==> config.mk <==
export PLATFORM = sky130hd
export DESIGN_NAME = trc_ras_regs
export DESIGN_NICKNAME = d
export VERILOG_FILES = /design/src/logic/trc_pkg.sv /design/src/logic/trc_ras_regs.sv
export SDC_FILE = /design/constraint.sdc
export NUM_CORES = 1
export LEC_CHECK = 0
export BUFFER_PORTS_ARGS = -buffer_cell sky130_fd_sc_hd__buf_2
export CAP_MARGIN = 10
export CORE_MARGIN = 3
export CORE_UTILIZATION = 25
export CTS_CLUSTER_DIAMETER = 100
export DETAILED_ROUTE_END_ITERATION = 16
export PLACE_DENSITY = 0.64
export SKIP_LAST_GASP = 1
export SYNTH_ARGS = -nofsm -noshare
export SYNTH_HDL_FRONTEND = slang
export SYNTH_SLANG_ARGS = --single-unit
==> constraint.sdc <==
create_clock -name clk_in -period 1.92 [get_ports clk_in]
set_clock_uncertainty 0.05 [all_clocks]
set_input_delay 0.192 -clock clk_in [delete_from_list [all_inputs] [get_ports clk_in]]
set_output_delay 0.192 -clock clk_in [all_outputs]
set_load 0.1 [all_outputs]
==> src/logic/trc_pkg.sv <==
// package for the translation buffer unit reliability register bank
package trc_pkg;
    // register byte offsets on the avalon word bus
    localparam logic [7:0] OFF_FEATURE    = 8'h00;
    localparam logic [7:0] OFF_CONTROL    = 8'h04;
    localparam logic [7:0] OFF_SECURE     = 8'h08;
    localparam logic [7:0] OFF_IRQ_STATUS = 8'h0c;
    localparam logic [7:0] OFF_IRQ_MASK   = 8'h10;
    // field positions
    localparam int FI_LSB      = 6;
    localparam int ED_LSB      = 0;
    localparam int CTL_EN_BIT  = 3;
    localparam int NONSECURE_RELIABILITY_ACCESS_BIT_BIT  = 1;
    // fixed capability field values
    localparam logic [1:0] FI_VALUE = 2'h2;
    localparam logic [1:0] ED_VALUE = 2'h1;
    // reset values
    localparam logic RST_CTL_EN   = 1'h1;
    localparam logic RST_IRQ_MASK = 1'h1;

    // bus request bundle
    typedef struct packed {
        logic        read;
        logic        write;
        logic        nonsecure;
        logic [7:0]  address;
        logic [31:0] writedata;
    } trc_req_s;

    // all state of the bank except the input synchroniser flops
    typedef struct packed {
        logic        ctl_en;
        logic        nonsecure_reliability_access_bit;
        logic        strap_done;
        logic        fault_sticky;
        logic        irq_mask;
        logic        ack;
        logic [31:0] rdata;
    } trc_state_s;
endpackage

==> src/logic/trc_ras_regs.sv <==
// reliability feature and error control registers of one translation buffer unit
`timescale 1ns/1ps
module trc_ras_regs
    import trc_pkg::*;
(
    input  wire logic        clk_in,
    input  wire logic        rst_in,
    input  wire logic [7:0]  avs_address_in,
    input  wire logic        avs_read_in,
    input  wire logic        avs_write_in,
    input  wire logic [31:0] avs_writedata_in,
    input  wire logic        avs_nonsecure_in,
    output logic      [31:0] avs_readdata_out,
    output logic             avs_waitrequest_out,
    input  wire logic        sec_override_in,
    input  wire logic        fault_in,
    output logic             ras_fault_irq_out,
    output logic             irq_out
);
    trc_state_s state;
    trc_state_s next_state;
    trc_req_s   req;
    logic       sec_override_s1;
    logic       sec_override_s2;
    logic       fault_s1;
    logic       fault_s2;
    logic       fault_event;
    logic       access;
    logic       ns_block;
    logic       wr_take;
    logic [31:0] rd_mux;

    // bundle the bus request
    assign req = '{read: avs_read_in, write: avs_write_in, nonsecure: avs_nonsecure_in,
                   address: avs_address_in, writedata: avs_writedata_in};

    // override tie synchroniser runs through reset so the tie is settled at release
    always_ff @(posedge clk_in) begin
        sec_override_s1 <= sec_override_in;
        sec_override_s2 <= sec_override_s1;
    end

    // two-flop synchroniser for the fault pin
    always_ff @(posedge clk_in or posedge rst_in) begin
        if (rst_in) begin
            fault_s1        <= 1'h0;
            fault_s2        <= 1'h0;
        end else begin
            fault_s1        <= fault_in;
            fault_s2        <= fault_s1;
        end
    end

    // a fault is a level on the synchronised fault input
    assign fault_event = fault_s2;

    // one wait cycle: request is taken on the edge where ack is high
    assign access  = (req.read | req.write) & ~state.ack;
    assign wr_take = req.write & state.ack;
    // nonsecure accesses blocked while the access bit is clear
    assign ns_block = req.nonsecure & ~state.nonsecure_reliability_access_bit;

    // read data selection
    always_comb begin
        rd_mux = 32'h0;
        unique case (req.address)
            OFF_FEATURE: begin
                rd_mux[FI_LSB +: 2] = FI_VALUE;
                rd_mux[ED_LSB +: 2] = ED_VALUE;
            end
            OFF_CONTROL: begin
                rd_mux[CTL_EN_BIT] = state.ctl_en;
            end
            OFF_SECURE: begin
                rd_mux[NONSECURE_RELIABILITY_ACCESS_BIT_BIT] = req.nonsecure ? 1'h0 : state.nonsecure_reliability_access_bit;
            end
            OFF_IRQ_STATUS: begin
                rd_mux[0] = state.fault_sticky;
            end
            OFF_IRQ_MASK: begin
                rd_mux[0] = state.irq_mask;
            end
            default: begin
                rd_mux = 32'h0;
            end
        endcase
        if (ns_block && req.address != OFF_SECURE) begin
            rd_mux = 32'h0;
        end
    end

    // next-state logic
    always_comb begin
        next_state     = state;
        next_state.ack = access;
        if (access) begin
            next_state.rdata = req.read ? rd_mux : 32'h0;
        end
        // override tie caught once after reset release
        if (!state.strap_done) begin
            next_state.nonsecure_reliability_access_bit     = sec_override_s2;
            next_state.strap_done = 1'h1;
        end
        if (wr_take) begin
            unique case (req.address)
                OFF_CONTROL: begin
                    if (!ns_block) begin
                        next_state.ctl_en = req.writedata[CTL_EN_BIT];
                    end
                end
                OFF_SECURE: begin
                    if (!req.nonsecure) begin
                        next_state.nonsecure_reliability_access_bit = req.writedata[NONSECURE_RELIABILITY_ACCESS_BIT_BIT];
                    end
                end
                OFF_IRQ_STATUS: begin
                    if (!ns_block && req.writedata[0]) begin
                        next_state.fault_sticky = 1'h0;
                    end
                end
                OFF_IRQ_MASK: begin
                    if (!ns_block) begin
                        next_state.irq_mask = req.writedata[0];
                    end
                end
                default: begin
                end
            endcase
        end
        // a fault seen while enabled is recorded; set wins over clear
        if (fault_event && state.ctl_en) begin
            next_state.fault_sticky = 1'h1;
        end
    end

    // state register; this module is one unit's private copy
    always_ff @(posedge clk_in or posedge rst_in) begin
        if (rst_in) begin
            state.ctl_en       <= RST_CTL_EN;
            state.nonsecure_reliability_access_bit       <= 1'h0;
            state.strap_done   <= 1'h0;
            state.fault_sticky <= 1'h0;
            state.irq_mask     <= RST_IRQ_MASK;
            state.ack          <= 1'h0;
            state.rdata        <= 32'h0;
        end else begin
            state <= next_state;
        end
    end

    // bus answers and interrupt outputs
    assign avs_waitrequest_out = ~state.ack;
    assign avs_readdata_out    = state.rdata;
    assign ras_fault_irq_out   = fault_event & state.ctl_en;
    assign irq_out             = state.fault_sticky & state.irq_mask;
endmodule

==> flow_metrics.env, run 1 <==
export IMPL_post_route_min_period_ns=1.63
export IMPL_fmax_mhz=612
export IMPL_critPathKind="reg -> out"
export IMPL_grtUsageTotal=0.0787
export IMPL_async_reset_ff_frac=0.857
export IMPL_max_slew_margin=0.596
export IMPL_combPwrFrac=0.381
export IMPL_syn_inst=87
export IMPL_cpMaxStageDelayCell="dfstp_2"
export IMPL_p_sw_frac=0.469
export IMPL_outcome="complete, no violations"
export IMPL_vias=600
export IMPL_core_area_um2=3180
export IMPL_whs_path_depth=2
export IMPL_hold_violations=0
export IMPL_crit_path_max_incr_delay_ns=0.55
export IMPL_antenna_found_initial=0
export IMPL_synth_top_cell_area_share=0.291
export IMPL_tightestPinTransition_ns=0.600
export IMPL_rsz0062_at_grt="no"
export IMPL_syn_area_um2=861
export IMPL_antennaDiodeCount=0
export IMPL_port_buffers=24
export IMPL_synth_common_cells="32 x buf_4, 10 x dfrtp_1, 4 x inv_1, 4 x nand2_1, 4 x nor2_1"
export IMPL_ys_top_cells_by_area="dfrtp_1 29%, buf_4 28%, dfstp_2 6.1%"
export IMPL_path_cells="and2_1 -> buf_2"
export IMPL_critPathLaunchType="flip-flop"
export IMPL_start_util=0.271
export IMPL_synth_edff_count=0
export IMPL_intPower_mw=0.458
export IMPL_cts_resized=0
export IMPL_drive_above_1_share=0.327
export IMPL_clockBufferDepth=2
export IMPL_dieArea_um2=4180
export IMPL_cp_arrival_ns=1.39
export IMPL_p_switching_mw=0.405
export IMPL_wl_per_cell_um=9.97
export IMPL_cts_tree="built"
export IMPL_clockPowerShare=0.249
export IMPL_peakVddDrop_mv=0.438
export IMPL_slew_violations=0
export IMPL_p_seq_frac=0.370
export IMPL_grt_pass1_wl_um=2540
export IMPL_rr_worst_depth=4
export IMPL_first_iter_violations=12
export IMPL_globalplace_congestion=0.822
export IMPL_fp_row_count=20
export IMPL_cts_buffers_inserted=3
export IMPL_first_global_vias=564
export IMPL_yosysSeqAreaShare=0.398
export IMPL_period_share=0.851
export IMPL_synth_distinct_cells=29
export IMPL_end_kind="output port"
export IMPL_power_mw=0.863
export IMPL_grt_overflow=0
export IMPL_ios=82
export IMPL_syn2layout_area_growth_pct=11.9
export IMPL_post_dp_hpwl_um=1310
export IMPL_drc=0
export IMPL_postRouteAntennaNets=0
export IMPL_path_max_fanout=3
export IMPL_clkLatencyLatePin_ns=0.28
export IMPL_timing_rr_start="state[32]$_DFF_PP0_"
export IMPL_crit_required_ns=1.68
export IMPL_wirelength_um=1570
export IMPL_fp_dieW_um=64.7
export IMPL_r2r_slack_ns=0.40
export IMPL_h_tree_depth=1
export IMPL_drt_pass1_iterations=3
export IMPL_synth_largest_area_cell="dfrtp_1"
export IMPL_synth_flop_cell="dfrtp_1"
export IMPL_maxCapViolations=0
export IMPL_tns_ns=0
export IMPL_root_buffer="clkbuf_4"
export IMPL_die_h_um=64.7
export IMPL_finalSetupViolations=0
export IMPL_min_delay_start="avs_writedata_in[3]"
export IMPL_hp_class="in -> reg"
export IMPL_grt_max_degree=13
export IMPL_final_nets=161
export IMPL_routed_via_density=3.82
export IMPL_leakagePower_nw=0.501
export IMPL_clock_sinks=14
export IMPL_synth_yosys_warnings=0
export IMPL_p_per_area_nw_per_um2=896
export IMPL_r2r_end="state[37]$_DFFE_PP1P_"
export IMPL_ys_ff_latch=14
export IMPL_synth_most_common_cell="buf_4"
export IMPL_min_to="state[37]$_DFFE_PP1P_"
export IMPL_postSynthAreaPerCell_um2=9.89
export IMPL_clkTransAtPathRegs_ns=0.08
-- cell families (layout without fill, tap and decap cells) --
kind of cell | after synthesis | in the layout | synth area share
compound gates | 8 | 8 | 0.0712
mux | 4 | 4 | 0.0523
simple gates | 23 | 23 | 0.173
buf+inv | 36 | 35 | 0.297
flops | 14 | 14 | 0.398
other cells | 2 | 29 | 0.00872
-- placed cells by master, fill, tap and decap left out, drive strengths merged, types with 2 or more instances in the layout --
cell type    instances
nor2b                2
mux2                 4
dlygate4sd3          3
buf                 24
nand2b               2
o21ai                2
inv                  4
and2                 2
or4                  2
clkbuf               4
dfxtp                2
dfrtp               10
nand2                4
nor2                 4
conb                29
dfstp                2
-- per-stage QoR --
stage | utilization | hold WS [ns] | cells | instance area (µm²) | setup WS [ns]
global route | 0.303 | 0.0748 | 157 | 963 | 0.249
detailed placement | 0.282 | 0.180 | 150 | 897 | 0.0160
global placement | 0.282 | 0.161 | 150 | 897 | 0.0699
CTS | 0.303 | 0.0749 | 157 | 963 | 0.283
finish | 0.303 | 0.0761 | 157 | 963 | 0.286
floorplan | - | 0.00527 | 114 | 962 | 0.00358
-- power groups by stage --
stage | Sequential, mW | Clock (mW) | Combinational, mW
global route | 0.322 | 0.237 | 0.342
detailed placement | 0.325 | 0 | 0.323
floorplan | 0.322 | 0 | 0.336
finish | 0.320 | 0.215 | 0.329
global placement | 0.324 | 0 | 0.320
CTS | 0.319 | 0.217 | 0.328
-- how the worst max path moves through the flow --
stage                                      from                              end  slack [ns]  cells after the start
final                     state[37]$_DFFE_PP1P_                ras_fault_irq_out        0.29                      2
after global placement        avs_address_in[5]              state[36]$_DFF_PP0_        0.07                      5
after floorplan             state[32]$_DFF_PP0_  avs_readdata_out[1]$_DFFE_PP0P_       0.004                      4
after detailed placement      avs_address_in[5]              state[36]$_DFF_PP0_        0.02                      5
after CTS                 state[37]$_DFFE_PP1P_                ras_fault_irq_out        0.28                      2
after global routing      state[37]$_DFFE_PP1P_                ras_fault_irq_out        0.25                      2
-- cell type report --
type	count	area, µm²
sequential	14	343
fill	355	2210
timing repair buffer	27	150
clock buffer	4	36.3
inverter	4	15.0
tap	44	55.1
multi-input combinational	64	364
-- flip-flops by register name (all words and copies together) (netlist names) --
name              cells
state                 6
fault_event           1
fault_s1              1
sec_override_s1       1
sec_override_s2       1
avs_readdata_out      4
-- timing repair --
| item | 4_1_cts | 5_1_grt |
|---|---|---|
| endpoints found under the setup margin | 0 | 0 |
| endpoints found under the hold margin | 12 | 0 |
| setup buffers | 0 | 0 |
| hold buffers | 3 | 0 |
-- routing by layer --
metal,vias up,part of all wire,global-route usage
met5,-,0,0
met4,0,0.015,0.0317
met3,3,0.11,0.0139
met2,48,0.48,0.139
met1,268,0.40,0.0937
li1,281,-,-
-- worst max-delay path: cells and delay by family (launching register included) --
kind | cells | cell delay [ns]
buffers and inverters | 1 | 0.43
and+or+nand+nor | 1 | 0.13
DFF | 1 | 0.55
Power figures use the tool's default switching activity.
==> run 2: changes to the inputs <==
--- a/config.mk
+++ b/config.mk
@@ -5,13 +5,14 @@
 export SDC_FILE = /design/constraint.sdc
 export NUM_CORES = 1
 export LEC_CHECK = 0
+export ABC_AREA = 1
 export BUFFER_PORTS_ARGS = -buffer_cell sky130_fd_sc_hd__buf_2
 export CAP_MARGIN = 10
 export CORE_MARGIN = 3
-export CORE_UTILIZATION = 25
+export CORE_UTILIZATION = 37
 export CTS_CLUSTER_DIAMETER = 100
 export DETAILED_ROUTE_END_ITERATION = 16
-export PLACE_DENSITY = 0.64
+export PLACE_DENSITY = 0.84
 export SKIP_LAST_GASP = 1
 export SYNTH_ARGS = -nofsm -noshare
 export SYNTH_HDL_FRONTEND = slang
==> run 2 against run 1 <==
  * Core utilization increased by 14 points
  * Largest cell class unchanged
  * Sequential power decreased by 3%
  * Fmax is 2.5% higher
  * Hold slack lost 0.0086 ns
  * First-iteration DRC count rose by 58%
  * Critical path type unchanged
  * Final cell count grew 16%
  * Worst setup slack better by 0.040 ns
  * Power shrank 0.38%
  * Synthesized area up 9.6%
  * Non-clock buffer count unchanged
  * Count of clock-buffer cells in the layout is the same
  * Highest routed layer is now met3
  * Largest power group unchanged
==> flow_metrics.env, run 2 <==
export IMPL_synth_edff_count=0
export IMPL_crit_path_max_incr_delay_ns=0.54
export IMPL_cp_arrival_ns=1.35
export IMPL_first_global_vias=622
export IMPL_tns_ns=0
export IMPL_crit_required_ns=1.68
export IMPL_path_max_fanout=3
export IMPL_wirelength_um=1510
export IMPL_routed_via_density=3.81
export IMPL_grt_overflow=0
export IMPL_slew_violations=0
export IMPL_root_buffer="clkbuf_4"
export IMPL_vias=693
export IMPL_wl_per_cell_um=8.29
export IMPL_syn_inst=128
export IMPL_cts_buffers_inserted=3
export IMPL_ys_ff_latch=14
export IMPL_synth_yosys_warnings=0
export IMPL_peakVddDrop_mv=0.493
export IMPL_post_cts_buffers=0
export IMPL_cpMaxStageDelayCell="dfstp_2"
export IMPL_h_tree_depth=1
export IMPL_r2r_end="state[34]$_DFFE_PP0P_"
export IMPL_grt_max_degree=13
export IMPL_clockBufferDepth=2
export IMPL_critPathLaunchType="flip-flop"
export IMPL_final_cell_mix="30 x nand2_1, 29 x conb_1, 24 x buf_2"
export IMPL_clock_sinks=14
export IMPL_cp_num_buf_inv=2
export IMPL_worst_slack_ns=0.326
export IMPL_die_h_um=56.5
export IMPL_ff_latch_area_um2=343
export IMPL_multi_input_area_um2=390
export IMPL_core_area_um2=2320
export IMPL_antennaDiodeCount=0
export IMPL_outcome="complete, no violations"
export IMPL_first_iter_violations=19
export IMPL_cts_resized=0
export IMPL_path_cells="nand2_1 -> inv_1 -> buf_2"
export IMPL_nFillCells=261
export IMPL_largest_reg_flops=6
export IMPL_finalSetupViolations=0
export IMPL_postSynthAreaPerCell_um2=7.37
export IMPL_stdcell_count=182
export IMPL_drive_above_1_share=0.266
export IMPL_antenna_found_initial=0
export IMPL_fp_dieW_um=56.5
export IMPL_final_area_um2=1030
export IMPL_clkLatencyLatePin_ns=0.28
export IMPL_rr_worst_depth=5
export IMPL_power_mw=0.860
export IMPL_crit_cells=3
export IMPL_critPathKind="reg -> out"
export IMPL_fmax_mhz=627
export IMPL_p_per_area_nw_per_um2=838
export IMPL_hold_violations=0
export IMPL_grt_pass1_wl_um=2400
export IMPL_synth_distinct_cells=20
export IMPL_synth_most_common_cell="buf_4"
export IMPL_leakagePower_nw=0.629
export IMPL_drc=0
export IMPL_cts_hold_buf=3
export IMPL_post_place_ws_ns=0.635
export IMPL_post_route_min_period_ns=1.59
export IMPL_yosysSeqAreaShare=0.363
export IMPL_synth_top_cell_area_share=0.265
export IMPL_synth_largest_area_cell="dfrtp_1"
export IMPL_drt_pass1_iterations=4
export IMPL_ys_top_cells_by_area="dfrtp_1 27%, buf_4 25%, nand2_1 12%"
export IMPL_cp_top_family="flip-flops"
export IMPL_period_share=0.830
export IMPL_endpoint="ras_fault_irq_out"
export IMPL_dp_cells=175
export IMPL_end_kind="output port"
export IMPL_startpoint="state[37]$_DFFE_PP1P_"
export IMPL_final_util=0.443
export IMPL_timing_rr_start="state[32]$_DFF_PP0_"
export IMPL_port_buffers=24
export IMPL_start_util=0.407
export IMPL_globalplace_congestion=0.752
export IMPL_syn_area_um2=943
export IMPL_syn2layout_area_growth_pct=8.75
export IMPL_clkTransAtPathRegs_ns=0.08
export IMPL_fp_row_count=17
export IMPL_synth_common_cells="32 x buf_4, 30 x nand2_1, 16 x inv_1, 10 x dfrtp_1, 9 x nand3_1"
export IMPL_rsz0062_at_grt="no"
export IMPL_async_reset_ff_frac=0.857
export IMPL_hp_class="in -> reg"
export IMPL_final_nets=202
export IMPL_r2r_slack_ns=0.91
export IMPL_top_register="state"
export IMPL_dieArea_um2=3190
export IMPL_cts_tree="built"
export IMPL_ios=82
export IMPL_grtUsageTotal=0.0948
export IMPL_place_area_um2=960
export IMPL_maxCapViolations=0
export IMPL_post_dp_hpwl_um=1310
export IMPL_synth_flop_cell="dfrtp_1"
export IMPL_final_common_cell="nand2_1"
export IMPL_postRouteAntennaNets=0
export IMPL_hold_worst_slack_ns=0.0675
==> run 2: cell types whose count changed in the layout (fill, tap and decap cells not counted), moves of 3 or more <==
cell / previous run / this run
nor2_1: 4 / 7
nand3_1: 1 / 9
inv_1: 4 / 16
nand2_1: 4 / 30
inv_2: 0 / 3
nor2_2: 0 / 3
mux2_1: 3 / 0
nand2_2: 0 / 3
==> run 2: cell families (layout without fill, tap and decap cells) <==
family / after synthesis / after routing / share of synthesized area
compound gates: 4 / 4 / 0.0252
buf+inv: 51 / 50 / 0.330
flops: 14 / 14 / 0.363
other cells: 2 / 29 / 0.00796
simple gates: 57 / 57 / 0.273
==> run 2: layer usage <==
layer / vias up / GRT usage / wire (µm)
li1: 374 / - / -
met1: 291 / 0.119 / 631
met2: 28 / 0.150 / 741
met3: 0 / 0.0483 / 135
met4: 0 / 0.0102 / 0
met5: - / 0 / 0
==> run 2: worst reg2reg max path, cell delays in order, from the launching register on <==
cell and delay (ns):
dfrtp_1 0.35, nand2_1 0.10, nor2_2 0.19, nand4_1 0.11, nand2_1 0.07, nand2_1 0.05
==> run 2: how the worst min path moves through the flow <==
stage / start / end / cells past startpoint
6_report: avs_writedata_in[0] / state[33]$_DFFE_PP1P_ / 3
3_3_place_gp: rst_in / fault_s1$_DFF_PP0_ / 2
3_5_place_dp: rst_in / fault_s1$_DFF_PP0_ / 2
4_1_cts: avs_writedata_in[0] / state[33]$_DFFE_PP1P_ / 3
2_1_floorplan: rst_in / avs_readdata_out[0]$_DFFE_PP0P_ / 1
5_1_grt: avs_writedata_in[3] / state[37]$_DFFE_PP1P_ / 3
==> run 2: layout make-up <==
| type | instances | share of cell area |
|---|---|---|
| Timing Repair Buffer | 27 | 0.146 |
| Sequential cell | 14 | 0.334 |
| Tap cell | 28 | 0.0341 |
| Multi-Input combinational cell | 90 | 0.380 |
| Clock buffer | 4 | 0.0354 |
| Inverter | 19 | 0.0695 |
==> run 2: report_power, final <==
| part | switching, mW | internal (mW) |
|---|---|---|
| combinational | 0.309 | 0.0324 |
| clock | 0.0923 | 0.115 |
| sequential | 0.00493 | 0.306 |
